--- src/include/fhr_pkg.sv ---
`default_nettype none
package fhr_pkg;
    // register addresses on the 10-bit i/o bus
    localparam logic [9:0] ADDR_RATE_STATUS = 10'h03f4;
    localparam logic [9:0] ADDR_DATA = 10'h03f5;
    // rate_write_delay_select_control layout
    localparam logic [7:0] RATE_CTRL_RESET = 8'h02;
    localparam int RATE_LSB = 0;
    localparam int WRITE_DELAY_SELECT_LSB = 2;
    localparam int RSVD_BIT = 5;
    localparam int LOWPWR_BIT = 6;
    localparam int SWRST_BIT = 7;
    // controller_handshake_status layout
    localparam int SEEK_LSB = 0;
    localparam int CMD_BUSY_BIT = 4;
    localparam int POLLED_BIT = 5;
    localparam int DIR_BIT = 6;
    localparam int REQ_BIT = 7;
    // rate codes
    localparam logic [1:0] RATE_1M = 2'h3;
    localparam logic [1:0] RATE_500 = 2'h0;
    localparam logic [1:0] RATE_300 = 2'h1;
    localparam logic [1:0] RATE_250 = 2'h2;
    localparam logic [1:0] DRT_STD = 2'h0;
    localparam logic [1:0] DRT_3MODE = 2'h1;
    localparam logic [1:0] DRT_2M = 2'h2;
    // write_delay_select codes and delays in steps of the base unit (41.67 ns, or 20.8 ns at 2 Mbps)
    localparam logic [2:0] WRITE_DELAY_SELECT_ZERO = 3'h7;
    localparam logic [2:0] WRITE_DELAY_SELECT_DEFAULT = 3'h0;
    localparam logic [2:0] STEPS_DEF_FAST = 3'h1;
    localparam logic [2:0] STEPS_DEF_SLOW = 3'h3;
    localparam logic [2:0] STEPS_NONE = 3'h0;
    // drive type codes
    localparam logic [1:0] DT_STD = 2'h0;
    localparam logic [1:0] DT_RATE = 2'h2;
    localparam logic [1:0] DT_INV = 2'h1;
    localparam logic [1:0] DT_SWAP = 2'h3;
endpackage
`default_nettype wire

--- src/include/fhr_if.sv ---
`default_nettype none
interface fhr_if;
    logic [9:0] addr;
    logic [7:0] wdata;
    logic [7:0] rdata;
    logic wr;
    logic rd;
    modport dev (input addr, input wdata, input wr, input rd, output rdata);
    modport host (output addr, output wdata, output wr, output rd, input rdata);
endinterface
`default_nettype wire

--- src/rtl/fhr_dev.sv ---
`default_nettype none
module fhr_dev (
    input wire logic clk_sys_i,
    input wire logic srst_i,
    input wire logic ce_i,
    fhr_if.dev bus,
    input wire logic cfg_rate_wr_i,
    input wire logic [1:0] cfg_rate_i,
    input wire logic [1:0] drive_rate_setting_i,
    input wire logic [1:0] drive_type_code_i,
    input wire logic [7:0] write_delay_select_track_i,
    input wire logic [7:0] cur_track_i,
    input wire logic two_meg_i,
    input wire logic [3:0] drive_seeking_flag_i,
    input wire logic cmd_busy_i,
    input wire logic polled_exec_flag_i,
    input wire logic transfer_direction_i,
    input wire logic host_request_flag_i,
    input wire logic exec_start_i,
    input wire logic fifo_cfg_wr_i,
    input wire logic fifo_cfg_en_i,
    input wire logic xfer_error_i,
    input wire logic [7:0] result_byte_i,
    output logic [1:0] rate_code_o,
    output logic density_select_out_o,
    output logic [1:0] drive_density_pins_o,
    output logic [2:0] write_delay_select_steps_o,
    output logic write_delay_select_fine_o,
    output logic low_power_o,
    output logic soft_reset_o,
    output logic fifo_enable_o,
    output logic fifo_clear_o,
    output logic cmd_abort_o,
    output logic data_wr_o,
    output logic [7:0] data_byte_o,
    output logic data_rd_o
);
    logic [7:0] rate_ctrl_reg;
    logic [1:0] rate_reg;
    logic low_power_reg;
    logic soft_reset_reg;
    logic fifo_en_reg;
    logic [7:0] data_byte_reg;
    logic [7:0] status;
    logic wr_rs, rd_rs, wr_d, rd_d;
    logic [2:0] pc, pc_code;

    // decode of the two host addresses
    assign wr_rs = bus.wr && bus.addr == fhr_pkg::ADDR_RATE_STATUS;
    assign rd_rs = bus.rd && bus.addr == fhr_pkg::ADDR_RATE_STATUS;
    assign wr_d = bus.wr && bus.addr == fhr_pkg::ADDR_DATA;
    assign rd_d = bus.rd && bus.addr == fhr_pkg::ADDR_DATA;

    // rate/write_delay_select register; bit 5 stored as written, host keeps it zero
    always_ff @(posedge clk_sys_i)
    begin
        if (srst_i)
            rate_ctrl_reg <= fhr_pkg::RATE_CTRL_RESET;
        else if (ce_i && wr_rs)
        begin
            rate_ctrl_reg <= bus.wdata;
            rate_ctrl_reg[fhr_pkg::SWRST_BIT] <= 1'b0;
        end
    end

    // active rate: last writer wins, soft reset does not touch it
    always_ff @(posedge clk_sys_i)
    begin
        if (srst_i)
            rate_reg <= fhr_pkg::RATE_250;
        else if (ce_i && wr_rs)
            rate_reg <= bus.wdata[fhr_pkg::RATE_LSB +: 2];
        else if (ce_i && cfg_rate_wr_i)
            rate_reg <= cfg_rate_i;
    end

    // soft reset pulse, cleared the next cycle
    always_ff @(posedge clk_sys_i)
    begin
        if (srst_i)
            soft_reset_reg <= 1'b0;
        else if (ce_i)
            soft_reset_reg <= wr_rs && bus.wdata[fhr_pkg::SWRST_BIT];
    end

    // manual low power; a status read, any data access or a soft reset wakes, a fresh power-down write wins a tie
    always_ff @(posedge clk_sys_i)
    begin
        if (srst_i)
            low_power_reg <= 1'b0;
        else if (ce_i)
        begin
            if (wr_rs && bus.wdata[fhr_pkg::LOWPWR_BIT])
                low_power_reg <= 1'b1;
            else if (soft_reset_reg || rd_rs || wr_d || rd_d)
                low_power_reg <= 1'b0;
        end
    end

    // fifo mode: off after either reset until configured; soft reset waits for the enable
    always_ff @(posedge clk_sys_i)
    begin
        if (srst_i)
            fifo_en_reg <= 1'b0;
        else if (ce_i && soft_reset_reg)
            fifo_en_reg <= 1'b0;
        else if (ce_i && fifo_cfg_wr_i)
            fifo_en_reg <= fifo_cfg_en_i;
    end

    // latch host data byte for the command engine
    always_ff @(posedge clk_sys_i)
    begin
        if (srst_i)
            data_byte_reg <= 8'h00;
        else if (ce_i && wr_d && host_request_flag_i)
            data_byte_reg <= bus.wdata;
    end

    // handshake status assembly
    always_comb
    begin
        status = 8'h00;
        status[fhr_pkg::SEEK_LSB +: 4] = drive_seeking_flag_i;
        status[fhr_pkg::CMD_BUSY_BIT] = cmd_busy_i;
        status[fhr_pkg::POLLED_BIT] = polled_exec_flag_i && cmd_busy_i;
        status[fhr_pkg::DIR_BIT] = transfer_direction_i && host_request_flag_i;
        status[fhr_pkg::REQ_BIT] = host_request_flag_i;
    end

    // read mux: status any time, data byte from engine
    assign bus.rdata = rd_rs ? status : (rd_d ? result_byte_i : 8'h00);

    // write_delay_select code field of the rate register
    assign pc_code = rate_ctrl_reg[fhr_pkg::WRITE_DELAY_SELECT_LSB +: 3];

    // write_delay_select selection; below start track no delay is applied
    always_comb
    begin
        if (cur_track_i < write_delay_select_track_i || pc_code == fhr_pkg::WRITE_DELAY_SELECT_ZERO)
            pc = fhr_pkg::STEPS_NONE;
        else if (pc_code == fhr_pkg::WRITE_DELAY_SELECT_DEFAULT)
            pc = (two_meg_i || rate_reg == fhr_pkg::RATE_1M) ? fhr_pkg::STEPS_DEF_FAST
                : fhr_pkg::STEPS_DEF_SLOW;
        else
            pc = pc_code;
    end

    // density: follows the rate code alone, so the 3-mode 500 setting on code 01 keeps it low
    always_comb
    begin
        density_select_out_o = (rate_reg == fhr_pkg::RATE_1M) || (rate_reg == fhr_pkg::RATE_500);
        case (drive_type_code_i)
            fhr_pkg::DT_STD: drive_density_pins_o = {rate_reg[0], density_select_out_o};
            fhr_pkg::DT_RATE: drive_density_pins_o = {rate_reg[0], rate_reg[1]};
            fhr_pkg::DT_INV: drive_density_pins_o = {rate_reg[0], ~density_select_out_o};
            default: drive_density_pins_o = {rate_reg[1], rate_reg[0]};
        endcase
    end

    // 2M reachable through two_meg_i, or as rate code 01 with drive-rate 10
    assign write_delay_select_fine_o = two_meg_i || (rate_reg == fhr_pkg::RATE_300 && drive_rate_setting_i == fhr_pkg::DRT_2M);
    assign write_delay_select_steps_o = pc;
    assign rate_code_o = rate_reg;
    assign low_power_o = low_power_reg;
    assign soft_reset_o = soft_reset_reg;
    assign fifo_enable_o = fifo_en_reg;
    assign fifo_clear_o = exec_start_i;
    assign cmd_abort_o = xfer_error_i;
    assign data_wr_o = ce_i && wr_d && host_request_flag_i;
    assign data_byte_o = data_byte_reg;
    assign data_rd_o = ce_i && rd_d && host_request_flag_i;
endmodule
`default_nettype wire

--- src/flat_wrapper.sv ---
// flat-port wrapper written by rule: the top's interface ports become plain ports
module fhr_dev_flat 
  (clk_sys_i, srst_i, ce_i, cfg_rate_wr_i, cfg_rate_i, drive_rate_setting_i, drive_type_code_i, write_delay_select_track_i, cur_track_i, two_meg_i, drive_seeking_flag_i, cmd_busy_i, polled_exec_flag_i, transfer_direction_i, host_request_flag_i, exec_start_i, fifo_cfg_wr_i, fifo_cfg_en_i, xfer_error_i, result_byte_i, rate_code_o, density_select_out_o, drive_density_pins_o, write_delay_select_steps_o, write_delay_select_fine_o, low_power_o, soft_reset_o, fifo_enable_o, fifo_clear_o, cmd_abort_o, data_wr_o, data_byte_o, data_rd_o, bus_addr, bus_wdata, bus_wr, bus_rd, bus_rdata);
  fhr_if bus_i ();
  input wire logic clk_sys_i;
  input wire logic srst_i;
  input wire logic ce_i;
  input wire logic cfg_rate_wr_i;
  input wire logic [1:0] cfg_rate_i;
  input wire logic [1:0] drive_rate_setting_i;
  input wire logic [1:0] drive_type_code_i;
  input wire logic [7:0] write_delay_select_track_i;
  input wire logic [7:0] cur_track_i;
  input wire logic two_meg_i;
  input wire logic [3:0] drive_seeking_flag_i;
  input wire logic cmd_busy_i;
  input wire logic polled_exec_flag_i;
  input wire logic transfer_direction_i;
  input wire logic host_request_flag_i;
  input wire logic exec_start_i;
  input wire logic fifo_cfg_wr_i;
  input wire logic fifo_cfg_en_i;
  input wire logic xfer_error_i;
  input wire logic [7:0] result_byte_i;
  output logic [1:0] rate_code_o;
  output logic density_select_out_o;
  output logic [1:0] drive_density_pins_o;
  output logic [2:0] write_delay_select_steps_o;
  output logic write_delay_select_fine_o;
  output logic low_power_o;
  output logic soft_reset_o;
  output logic fifo_enable_o;
  output logic fifo_clear_o;
  output logic cmd_abort_o;
  output logic data_wr_o;
  output logic [7:0] data_byte_o;
  output logic data_rd_o;
  input wire logic [$bits(bus_i.addr)-1:0] bus_addr;
  input wire logic [$bits(bus_i.wdata)-1:0] bus_wdata;
  input wire logic [$bits(bus_i.wr)-1:0] bus_wr;
  input wire logic [$bits(bus_i.rd)-1:0] bus_rd;
  output wire logic [$bits(bus_i.rdata)-1:0] bus_rdata;
  assign bus_i.addr = bus_addr;
  assign bus_i.wdata = bus_wdata;
  assign bus_i.wr = bus_wr;
  assign bus_i.rd = bus_rd;
  assign bus_rdata = bus_i.rdata;
  fhr_dev u_core (.clk_sys_i(clk_sys_i), .srst_i(srst_i), .ce_i(ce_i), .bus(bus_i), .cfg_rate_wr_i(cfg_rate_wr_i), .cfg_rate_i(cfg_rate_i), .drive_rate_setting_i(drive_rate_setting_i), .drive_type_code_i(drive_type_code_i), .write_delay_select_track_i(write_delay_select_track_i), .cur_track_i(cur_track_i), .two_meg_i(two_meg_i), .drive_seeking_flag_i(drive_seeking_flag_i), .cmd_busy_i(cmd_busy_i), .polled_exec_flag_i(polled_exec_flag_i), .transfer_direction_i(transfer_direction_i), .host_request_flag_i(host_request_flag_i), .exec_start_i(exec_start_i), .fifo_cfg_wr_i(fifo_cfg_wr_i), .fifo_cfg_en_i(fifo_cfg_en_i), .xfer_error_i(xfer_error_i), .result_byte_i(result_byte_i), .rate_code_o(rate_code_o), .density_select_out_o(density_select_out_o), .drive_density_pins_o(drive_density_pins_o), .write_delay_select_steps_o(write_delay_select_steps_o), .write_delay_select_fine_o(write_delay_select_fine_o), .low_power_o(low_power_o), .soft_reset_o(soft_reset_o), .fifo_enable_o(fifo_enable_o), .fifo_clear_o(fifo_clear_o), .cmd_abort_o(cmd_abort_o), .data_wr_o(data_wr_o), .data_byte_o(data_byte_o), .data_rd_o(data_rd_o));
endmodule
--- config.mk ---
export PLATFORM = sky130hd
export DESIGN_NAME = fhr_dev_flat
export DESIGN_NICKNAME = d
export VERILOG_FILES = /design/src/include/fhr_pkg.sv /design/src/include/fhr_if.sv /design/src/rtl/fhr_dev.sv /design/src/flat_wrapper.sv
export SDC_FILE = /design/constraint.sdc
export NUM_CORES = 1
export LEC_CHECK = 0
export ABC_AREA = 1
export BUFFER_PORTS_ARGS = -buffer_cell sky130_fd_sc_hd__clkbuf_2
export CORE_MARGIN = 1.5
export CORE_UTILIZATION = 38
export CTS_CLUSTER_DIAMETER = 60
export CTS_CLUSTER_SIZE = 14
export DETAILED_ROUTE_END_ITERATION = 16
export PLACE_DENSITY = 0.91
export SKIP_LAST_GASP = 1
export SYNTH_ARGS = -nofsm -noshare
export SYNTH_HDL_FRONTEND = slang
export SYNTH_SLANG_ARGS = --single-unit
--- constraint.sdc ---
create_clock -name clk_sys_i -period 1.85 [get_ports clk_sys_i]
set_clock_uncertainty 0.1 [all_clocks]
set_input_delay 0.37 -clock clk_sys_i [delete_from_list [all_inputs] [get_ports clk_sys_i]]
set_output_delay 0.37 -clock clk_sys_i [all_outputs]
set_load 0.02 [all_outputs]
# After elaboration in Yosys (flattened, before gate mapping)
# Cells that the tools add are included.
word_totals:
  register_bits: 18
  latchBits: 0
  mem_bits_rw: 0
  mem_bits_ro: 0
  in_bits: 67
  output_inout_bits: 32
  word_cells: 57
  n_memories: 0
op_classes:
  add_sub_neg: 0
  mul: 0
  div: 0
  order_cmp: 1
  n_eq_ne: 8
  shift: 0
  n_mux: 10
  bitwise_logic: 1
  n_reduce_logical: 31
op_table:
  columns: ["operator", "n"]
  rows:
  - ["== test 10 bit, second input constant", 2]
  - ["logical AND 1 bit", 17]
  - ["two-way mux 8 bit", 2]
  - ["less-than comparator 8 bit", 1]
  - ["logical OR 1 bit", 7]
  - ["== test 2 bit, second input constant", 3]
  - ["two-way mux 2 bit", 3]
  - ["two-way mux 3 bit", 2]
  - ["one-hot mux 2 bit (3 select lines)", 1]
  - ["== test 2 x 1 -> 1 bit, second input constant", 2]
  - ["logical NOT 2 bit", 2]
  - ["nonzero test 2 bit", 2]
  - ["== test 3 bit, second input constant", 1]
  - ["logical NOT 3 bit", 1]
  - ["two-way mux 1 bit", 2]
  - ["AND reduction 2 bit", 1]
  - ["OR reduction 2 bit", 1]
  - ["inverter 1 bit", 1]

# Longest topological paths before layout
# Gate-level depths: netlist (run 1).
logic_depth:
  ltp_word: 7
  depth_mapped: 10

# Worst setup path before layout (run 1)
# OpenSTA, ideal clock, no wires.
synth_timing:
  kind: "register to output"
  startpoint: "register u_core.rate_reg[1], in the netlist u_core.rate_code_o[1]"
  endpoint: "output port drive_density_pins_o[0]"
  arrival_time_ns: 1.629
  setup_slack_ns: -0.249
  path_stages_with_launch: 5
  n_path_buf: 0
  path_cell_list: "dfxtp_1 -> inv_1 -> ha_1 -> or2_2 -> o211ai_1"
synth_via:
  elab_chain_cells: 4
  elab_cells_between_ends: 5
synth_rtl:
  columns: ["element", "line", "text"]
  rows:
  - ["start: declaration", "fhr_dev.sv:39", "logic [1:0] rate_reg;"]
  - ["start signal: assignment", "fhr_dev.sv:70", "rate_reg <= fhr_pkg::RATE_250;"]
  - ["start signal: assignment", "fhr_dev.sv:72", "rate_reg <= bus.wdata[fhr_pkg::RATE_LSB +: 2];"]
  - ["start signal: assignment", "fhr_dev.sv:74", "rate_reg <= cfg_rate_i;"]
  - ["== test 2 bit or logical NOT 2 bit (tied branches)", "fhr_dev.sv:152", "density_select_out_o = (rate_reg == fhr_pkg::RATE_1M) || (rate_reg == fhr_pkg::RATE_500);"]
  - ["logical OR 1 bit *", "fhr_dev.sv:152", null]
  - ["named net density_select_out_o", "flat_wrapper.sv:26", "output logic density_select_out_o;"]
  - ["inverter 1 bit", "fhr_dev.sv:156", "fhr_pkg::DT_INV: drive_density_pins_o = {rate_reg[0], ~density_select_out_o};"]
  - ["one-hot mux 2 bit (3 select lines) *", "fhr_dev.sv:153", "case (drive_type_code_i)"]
  - ["end: declaration", "flat_wrapper.sv:27", "output logic [1:0] drive_density_pins_o;"]
# Mark *: on every way through the listed nets, which the timed path passes. The rest lies on a longest branch.

# Worst setup path after layout (run 1)
layout_timing:
  startpoint: "register u_core.rate_reg[1], in the netlist u_core.rate_code_o[1]"
  endpoint: "output port drive_density_pins_o[0]"
layout_via:
  elab_chain_cells: 4
  elab_cells_between_ends: 5
layout_rtl:
  columns: ["element", "line"]
  rows:
  - ["== test 2 bit or logical NOT 2 bit (tied branches)", "fhr_dev.sv:152"]
  - ["logical OR 1 bit", "fhr_dev.sv:152"]
  - ["inverter 1 bit", "fhr_dev.sv:156"]
  - ["one-hot mux 2 bit (3 select lines) *", "fhr_dev.sv:153"]
# Every way passes the cells marked *; elsewhere a longest branch is shown, timed or not.

==> results of run 1 <==
[area by class of cell]
class                      count  area [um2]
clock buffer                   4       36.28
fill                         226       877.1
inverter                      34       132.6
multi-input combinational    131       905.9
sequential                    16       327.8
tap                           33       41.29
timing repair buffer         105       681.9
[worst paths after layout]
check,startpoint,to
worst min register to register,u_core.low_power_o,u_core.low_power_o
worst min-delay path,srst_i,u_core.soft_reset_o
worst max-delay path,u_core.rate_code_o[1],drive_density_pins_o[0]
worst max register to register,u_core.soft_reset_o,u_core.low_power_o
[cells by family after synthesis]
| logic type | share of synthesized area [%] |
|---|---|
| flops | 26.92 |
| buf+inv | 13.14 |
| simple gates | 34.28 |
| compound gates | 16.19 |
| fa+ha+maj | 9.464 |
[worst register-to-register path: stages (launching register included)]
cell	delay, ns
dfxtp_1	0.34
inv_1	0.08
nand2_1	0.05
inv_1	0.04
nand2_1	0.04
nand2_1	0.05
nand2_1	0.04
a21oi_1	0.11
[layout by cell type (no fill, tap or decap), types with 3 or more instances in the layout]
| cell | count |
|---|---|
| clkbuf_2 | 74 |
| nor2_1 | 31 |
| inv_1 | 29 |
| nand2_1 | 19 |
| buf_6 | 16 |
| dfxtp_1 | 14 |
| buf_4 | 12 |
| o21ai_2 | 9 |
| nand2_2 | 8 |
| nand3_1 | 8 |
| o21ai_0 | 8 |
| nand3_2 | 6 |
| ha_4 | 6 |
| nand4_1 | 4 |
| a21oi_2 | 4 |
| o21ai_1 | 4 |
| a21oi_1 | 4 |
| clkbuf_8 | 4 |
| nor2_2 | 3 |
| inv_2 | 3 |
| ha_1 | 3 |
| clkbuf_4 | 3 |
[per-stage QoR]
| step | instance area, um2 | hold slack (ns) | setup TNS, ns | cells | utilization, % |
|---|---|---|---|---|---|
| CTS | 1958 | 0.1926 | -0.4472 | 323 | 65.21 |
| floorplan | 1210 | 0.3391 | -0.5458 | 186 | - |
| global placement | 1753 | 0.3560 | -1.013 | 316 | 58.38 |
| finish | 2126 | 0.2099 | -1.312 | 323 | 70.79 |
| detailed placement | 1753 | 0.3563 | -1.161 | 316 | 58.38 |
| global route | 2126 | 0.2038 | -2.182 | 323 | 70.79 |
[layer usage]
metal | vias up | part of all wire [%]
li1 | 811 | -
met3 | 10 | 7.5
met5 | - | 0
met2 | 83 | 54
met1 | 724 | 36
met4 | 0 | 2.2
[repair_timing]
item                                    4_1_cts  5_1_grt
pin swaps                                    16        7
buffers inserted                              3        0
gates resized for setup                      49       48
endpoints found under the setup margin       12       13
[power groups by stage]
stage	registers [W]	logic, W	clock network (W)
after floorplan	0.000364	0.000104	0
after global placement	0.000359	0.000206	0
after detailed placement	0.000360	0.000213	0
after CTS	0.000351	0.000242	0.000245
after global routing	0.000351	0.000315	0.000250
final	0.000351	0.000289	0.000233
==> flow_summary.yaml, run 1 <==
run_status:
  status: "complete, but fails checks"
  violations: "negative setup slack"
timing:
  min_period_over_period_pct: 108.9
  final_max_slew_viol_count: 0
  hold_violations: 0
  max_freq_mhz: 496.5
  slew_headroom_pct: 80.70
  fin_ws_ns: -0.1642
  final-setup-viol-count: 12
  rsz0062_at_grt: "yes"
  layout_min_cycle_time_ns: 2.014
  tightestPinTransition_ns: 0.2892
grt:
  grtUsageMet1_pct: 21.22
  grt_pass1_vias: 1466
  grt_pass1_wl_um: 5637
  overflow: 0
  grt.met3_usage_pct: 3.956
  grt_usage_pct: 21.08
  grt_use_met2_pct: 42.06
  antenna_found_initial: 0
  grt_max_degree: 13
  grt_busiest_layer: "met2"
finish:
  area_growth_pct: 78.65
  fin_nets: 367
  largest_register_ff_count: 8
  diodes: 0
  final_layout_size_suffix_gt1_share_pct: 55.17
synth:
  synthTopCellsByArea: "dfxtp_1 27%, inv_1 11%, nor2_1 9.8%"
  synth_top_area_share_pct: 26.92
  synth_flop_cell: "dfxtp_1"
  synthArstFlopShare_pct: 0
  synth_edf_count: 0
  synth_area_um2: 1190
  synth_nets: 262
  synth_most_common_cell: "inv_1"
  synthTopCellsByCount: "34 x inv_1, 31 x nor2_1, 26 x nand2_1"
  ys_ff_latch: 16
  yosys_warnings: 0
  yosys.area.top_type: "dfxtp_1"
  synth.distinct_cells: 28
  ys_seq_area_share_pct: 26.92
  syn_area_per_cell_um2: 6.397
  synthCells: 186
worst_setup_path:
  cp.depth: 5
  slowest_stage: "dfxtp_4"
  path_max_fanout: 2
  slowest_delay_ns: 0.37
  required_ns: 1.38
  crit_arrival_ns: 1.54
  path_buf_inv: 2
  critical_path_class: "flop to output pin"
  worst_setup_path_end_kind: "output pin"
  cpLargestDelayFamily: "flip-flops"
  r2r_slack_ns: 0.92
  start_kind: "flop"
  path_cells: "inv_4 -> ha_4 -> or2_4 -> o211ai_1 -> buf_4"
  r2r_cells: 7
clocking:
  clockBufferDepth: 2
  clk_latency_ns: 0.29
  cts_buffers: 3
  clkTransAtPathRegs_ns: 0.10
  cts_max_level: 1
  clock-sinks: 16
  cts_tree: "done"
  cts_root_buf: "clkbuf_4"
  hold_buffers: 0
floorplanning:
  die_h_um: 58.96
  boundaryPins: 99
  die_w_um: 58.96
  initial_core_util_pct: 39.62
  core_area_um2: 3003
  num_rows: 20
  die_area_um2: 3476
drt:
  drtIter0Drc: 52
  vias_per_cell: 5.040
  drc: 0
  wl_per_cell_um: 12.91
  ant_nets: 0
  dr.pass1.iters: 4
  vias: 1628
  drt_wl_total_um: 4170
min_path:
  hold-path-cell-count: 2
  hold_path_class: "input port to flop"
pwr:
  p_sw_w: 0.0002653
  power_density_nw_per_um2: 410.9
  p_int_w: 0.0006081
  power_w: 0.0008734
  leakagePower_nw: 1.116
  pwr-share-comb_pct: 33.1
  swShare_pct: 30.37
  clkPwrFrac_pct: 26.7
  vdd_ir_drop_max_mv: 0.1976
  pwr-share-seq_pct: 40.2
place:
  pre_cts_ws_ns: -0.1547
  place.gp.congestion: 0.7829
  dp_hpwl_um: 2893
  numPortBuffers: 94
job:
  drv_cap: 0
(Power assumes the default switching activity.)
==> run 2, diff against run 1 <==
--- a/config.mk
+++ b/config.mk
@@ -13,6 +13,7 @@
 export CTS_CLUSTER_SIZE = 14
 export DETAILED_ROUTE_END_ITERATION = 16
 export PLACE_DENSITY = 0.91
+export RECOVER_POWER = 25
 export SKIP_LAST_GASP = 1
 export SYNTH_ARGS = -nofsm -noshare
 export SYNTH_HDL_FRONTEND = slang
==> run 2 against run 1 <==
Effect of this change:
- the run still ends with negative setup slack left
- power about the same
- routed wire length about the same
- register-to-register slack about the same
- largest cell class unchanged
- critical endpoint unchanged
- first-iteration DRC count unchanged
- core utilization down 0.25 points
- clock-buffer cell count unchanged
- highest routed layer unchanged
- hold slack better by 0.0044 ns
- via count down 0.49%
==> flow_summary.yaml, run 2 (synthesized netlist as in run 1, its figures left out) <==
run_status:
  status: "complete, but fails checks"
  violations: "negative setup slack"
worst_setup_path:
  critical_path_class: "flop to output pin"
  required_ns: 1.38
  crit_arrival_ns: 1.54
  start_kind: "flop"
  worst_setup_path_end_kind: "output pin"
  path_max_fanout: 2
clocking:
  clkTransAtPathRegs_ns: 0.10
  clock-sinks: 16
  cts_root_buf: "clkbuf_4"
  cts_tree: "done"
  clk_latency_ns: 0.29
  cts_max_level: 1
  clockBufferDepth: 2
  hold_buffers: 0
  cts_buffers: 3
job:
  drv_cap: 0
grt:
  grt_pass1_vias: 1466
  grt_usage_pct: 21.08
  grt_max_degree: 13
  grt_pass1_wl_um: 5637
  overflow: 0
  antenna_found_initial: 0
place:
  place.gp.congestion: 0.7829
  pre_cts_ws_ns: -0.1547
  numPortBuffers: 94
  post-place-cells: 316
  dp_hpwl_um: 2893
min_path:
  hold_path_class: "input port to flop"
timing:
  hold_slack_ns: 0.2143
  rsz0062_at_grt: "yes"
  final-setup-viol-count: 12
  final_max_slew_viol_count: 0
  max_freq_mhz: 496.5
  slew_headroom_pct: 80.68
  tightestPinTransition_ns: 0.2894
  layout_min_cycle_time_ns: 2.014
  fin_ws_ns: -0.1643
  hold_violations: 0
  tns_ns: -1.342
  min_period_over_period_pct: 108.9
finish:
  final_common_cell: "clkbuf_2"
  multi_input_area_um2: 905.9
  layout.area.seq_um2: 327.8
  finish.utilization_pct: 70.54
  fin_nets: 367
  final_cells: 323
  diodes: 0
  fill_cells: 231
  area_growth_pct: 78.02
  final_cell_mix: "68 x clkbuf_2, 31 x nor2_1, 29 x inv_1"
  largest_register_ff_count: 8
  final_layout_size_suffix_gt1_share_pct: 53.10
drt:
  dr.pass1.iters: 4
  drt_wl_total_um: 4166
  wl_per_cell_um: 12.90
  drtIter0Drc: 52
  vias_per_cell: 5.015
  drc: 0
  vias: 1620
  ant_nets: 0
pwr:
  power_density_nw_per_um2: 412.2
  vdd_ir_drop_max_mv: 0.1969
  leakagePower_nw: 1.096
floorplanning:
  die_area_um2: 3476
  die_h_um: 58.96
  boundaryPins: 99
  num_rows: 20
  initial_core_util_pct: 39.62
  core_area_um2: 3003
  die_w_um: 58.96
==> run 2: cell types whose count changed in the layout (fill, tap and decap cells not counted) <==
cell      change
clkbuf_1      +6
clkbuf_2      -6
==> run 2: critical path, stage by stage, from the launching register on <==
cell      delay [ns]
dfxtp_4         0.37
inv_4           0.04
ha_4            0.23
or2_4           0.23
o211ai_1        0.21
buf_4           0.19
==> run 2: layer usage <==
metal	vias up	global-route usage (%)	wire length, um
met3	10	3.956	320
met4	0	7.468	90
met2	84	42.06	2241
met5	-	0	0
li1	811	-	-
met1	715	21.22	1514
==> run 2: where the power goes <==
group	internal [W]	switching, W
Sequential	0.000347	0.00000387
Clock	0.000120	0.000114
Combinational	0.000141	0.000148
Total	0.000608	0.000265
==> run 2: path summary, 6_finish.rpt <==
kind                    startpoint                      end  slack (ns)  depth (start not counted)
max          u_core.rate_code_o[1]  drive_density_pins_o[0]       -0.16                          5
min                   bus_wdata[7]      u_core.soft_reset_o        0.21                          3
max reg2reg    u_core.soft_reset_o       u_core.low_power_o        0.91                          7
min reg2reg     u_core.low_power_o       u_core.low_power_o        0.38                          2
==> run 2: stage by stage <==
stage                     instance area [um2]  total power, W
after floorplan                          1210       0.0004674
after global placement                   1753       0.0005658
after detailed placement                 1753       0.0005734
after CTS                                1958       0.0008386
after global routing                     2118       0.0009155
final                                    2118       0.0008731
==> run 2: layout make-up <==
class,count,area share [%]
timing repair buffer,105,31.84
inverter,34,6.261
tap,33,1.949
sequential,16,15.48
multi-input combinational,131,42.76
clock buffer,4,1.713
==> run 2: timing repair <==
| item | 4_1_cts | 5_1_grt |
|---|---|---|
| setup endpoints to repair | 12 | 13 |
| resized for setup | 49 | 48 |
| endpoints found under the hold margin | 0 | 0 |
| pin swaps | 16 | 7 |
| buffers inserted | 3 | 0 |
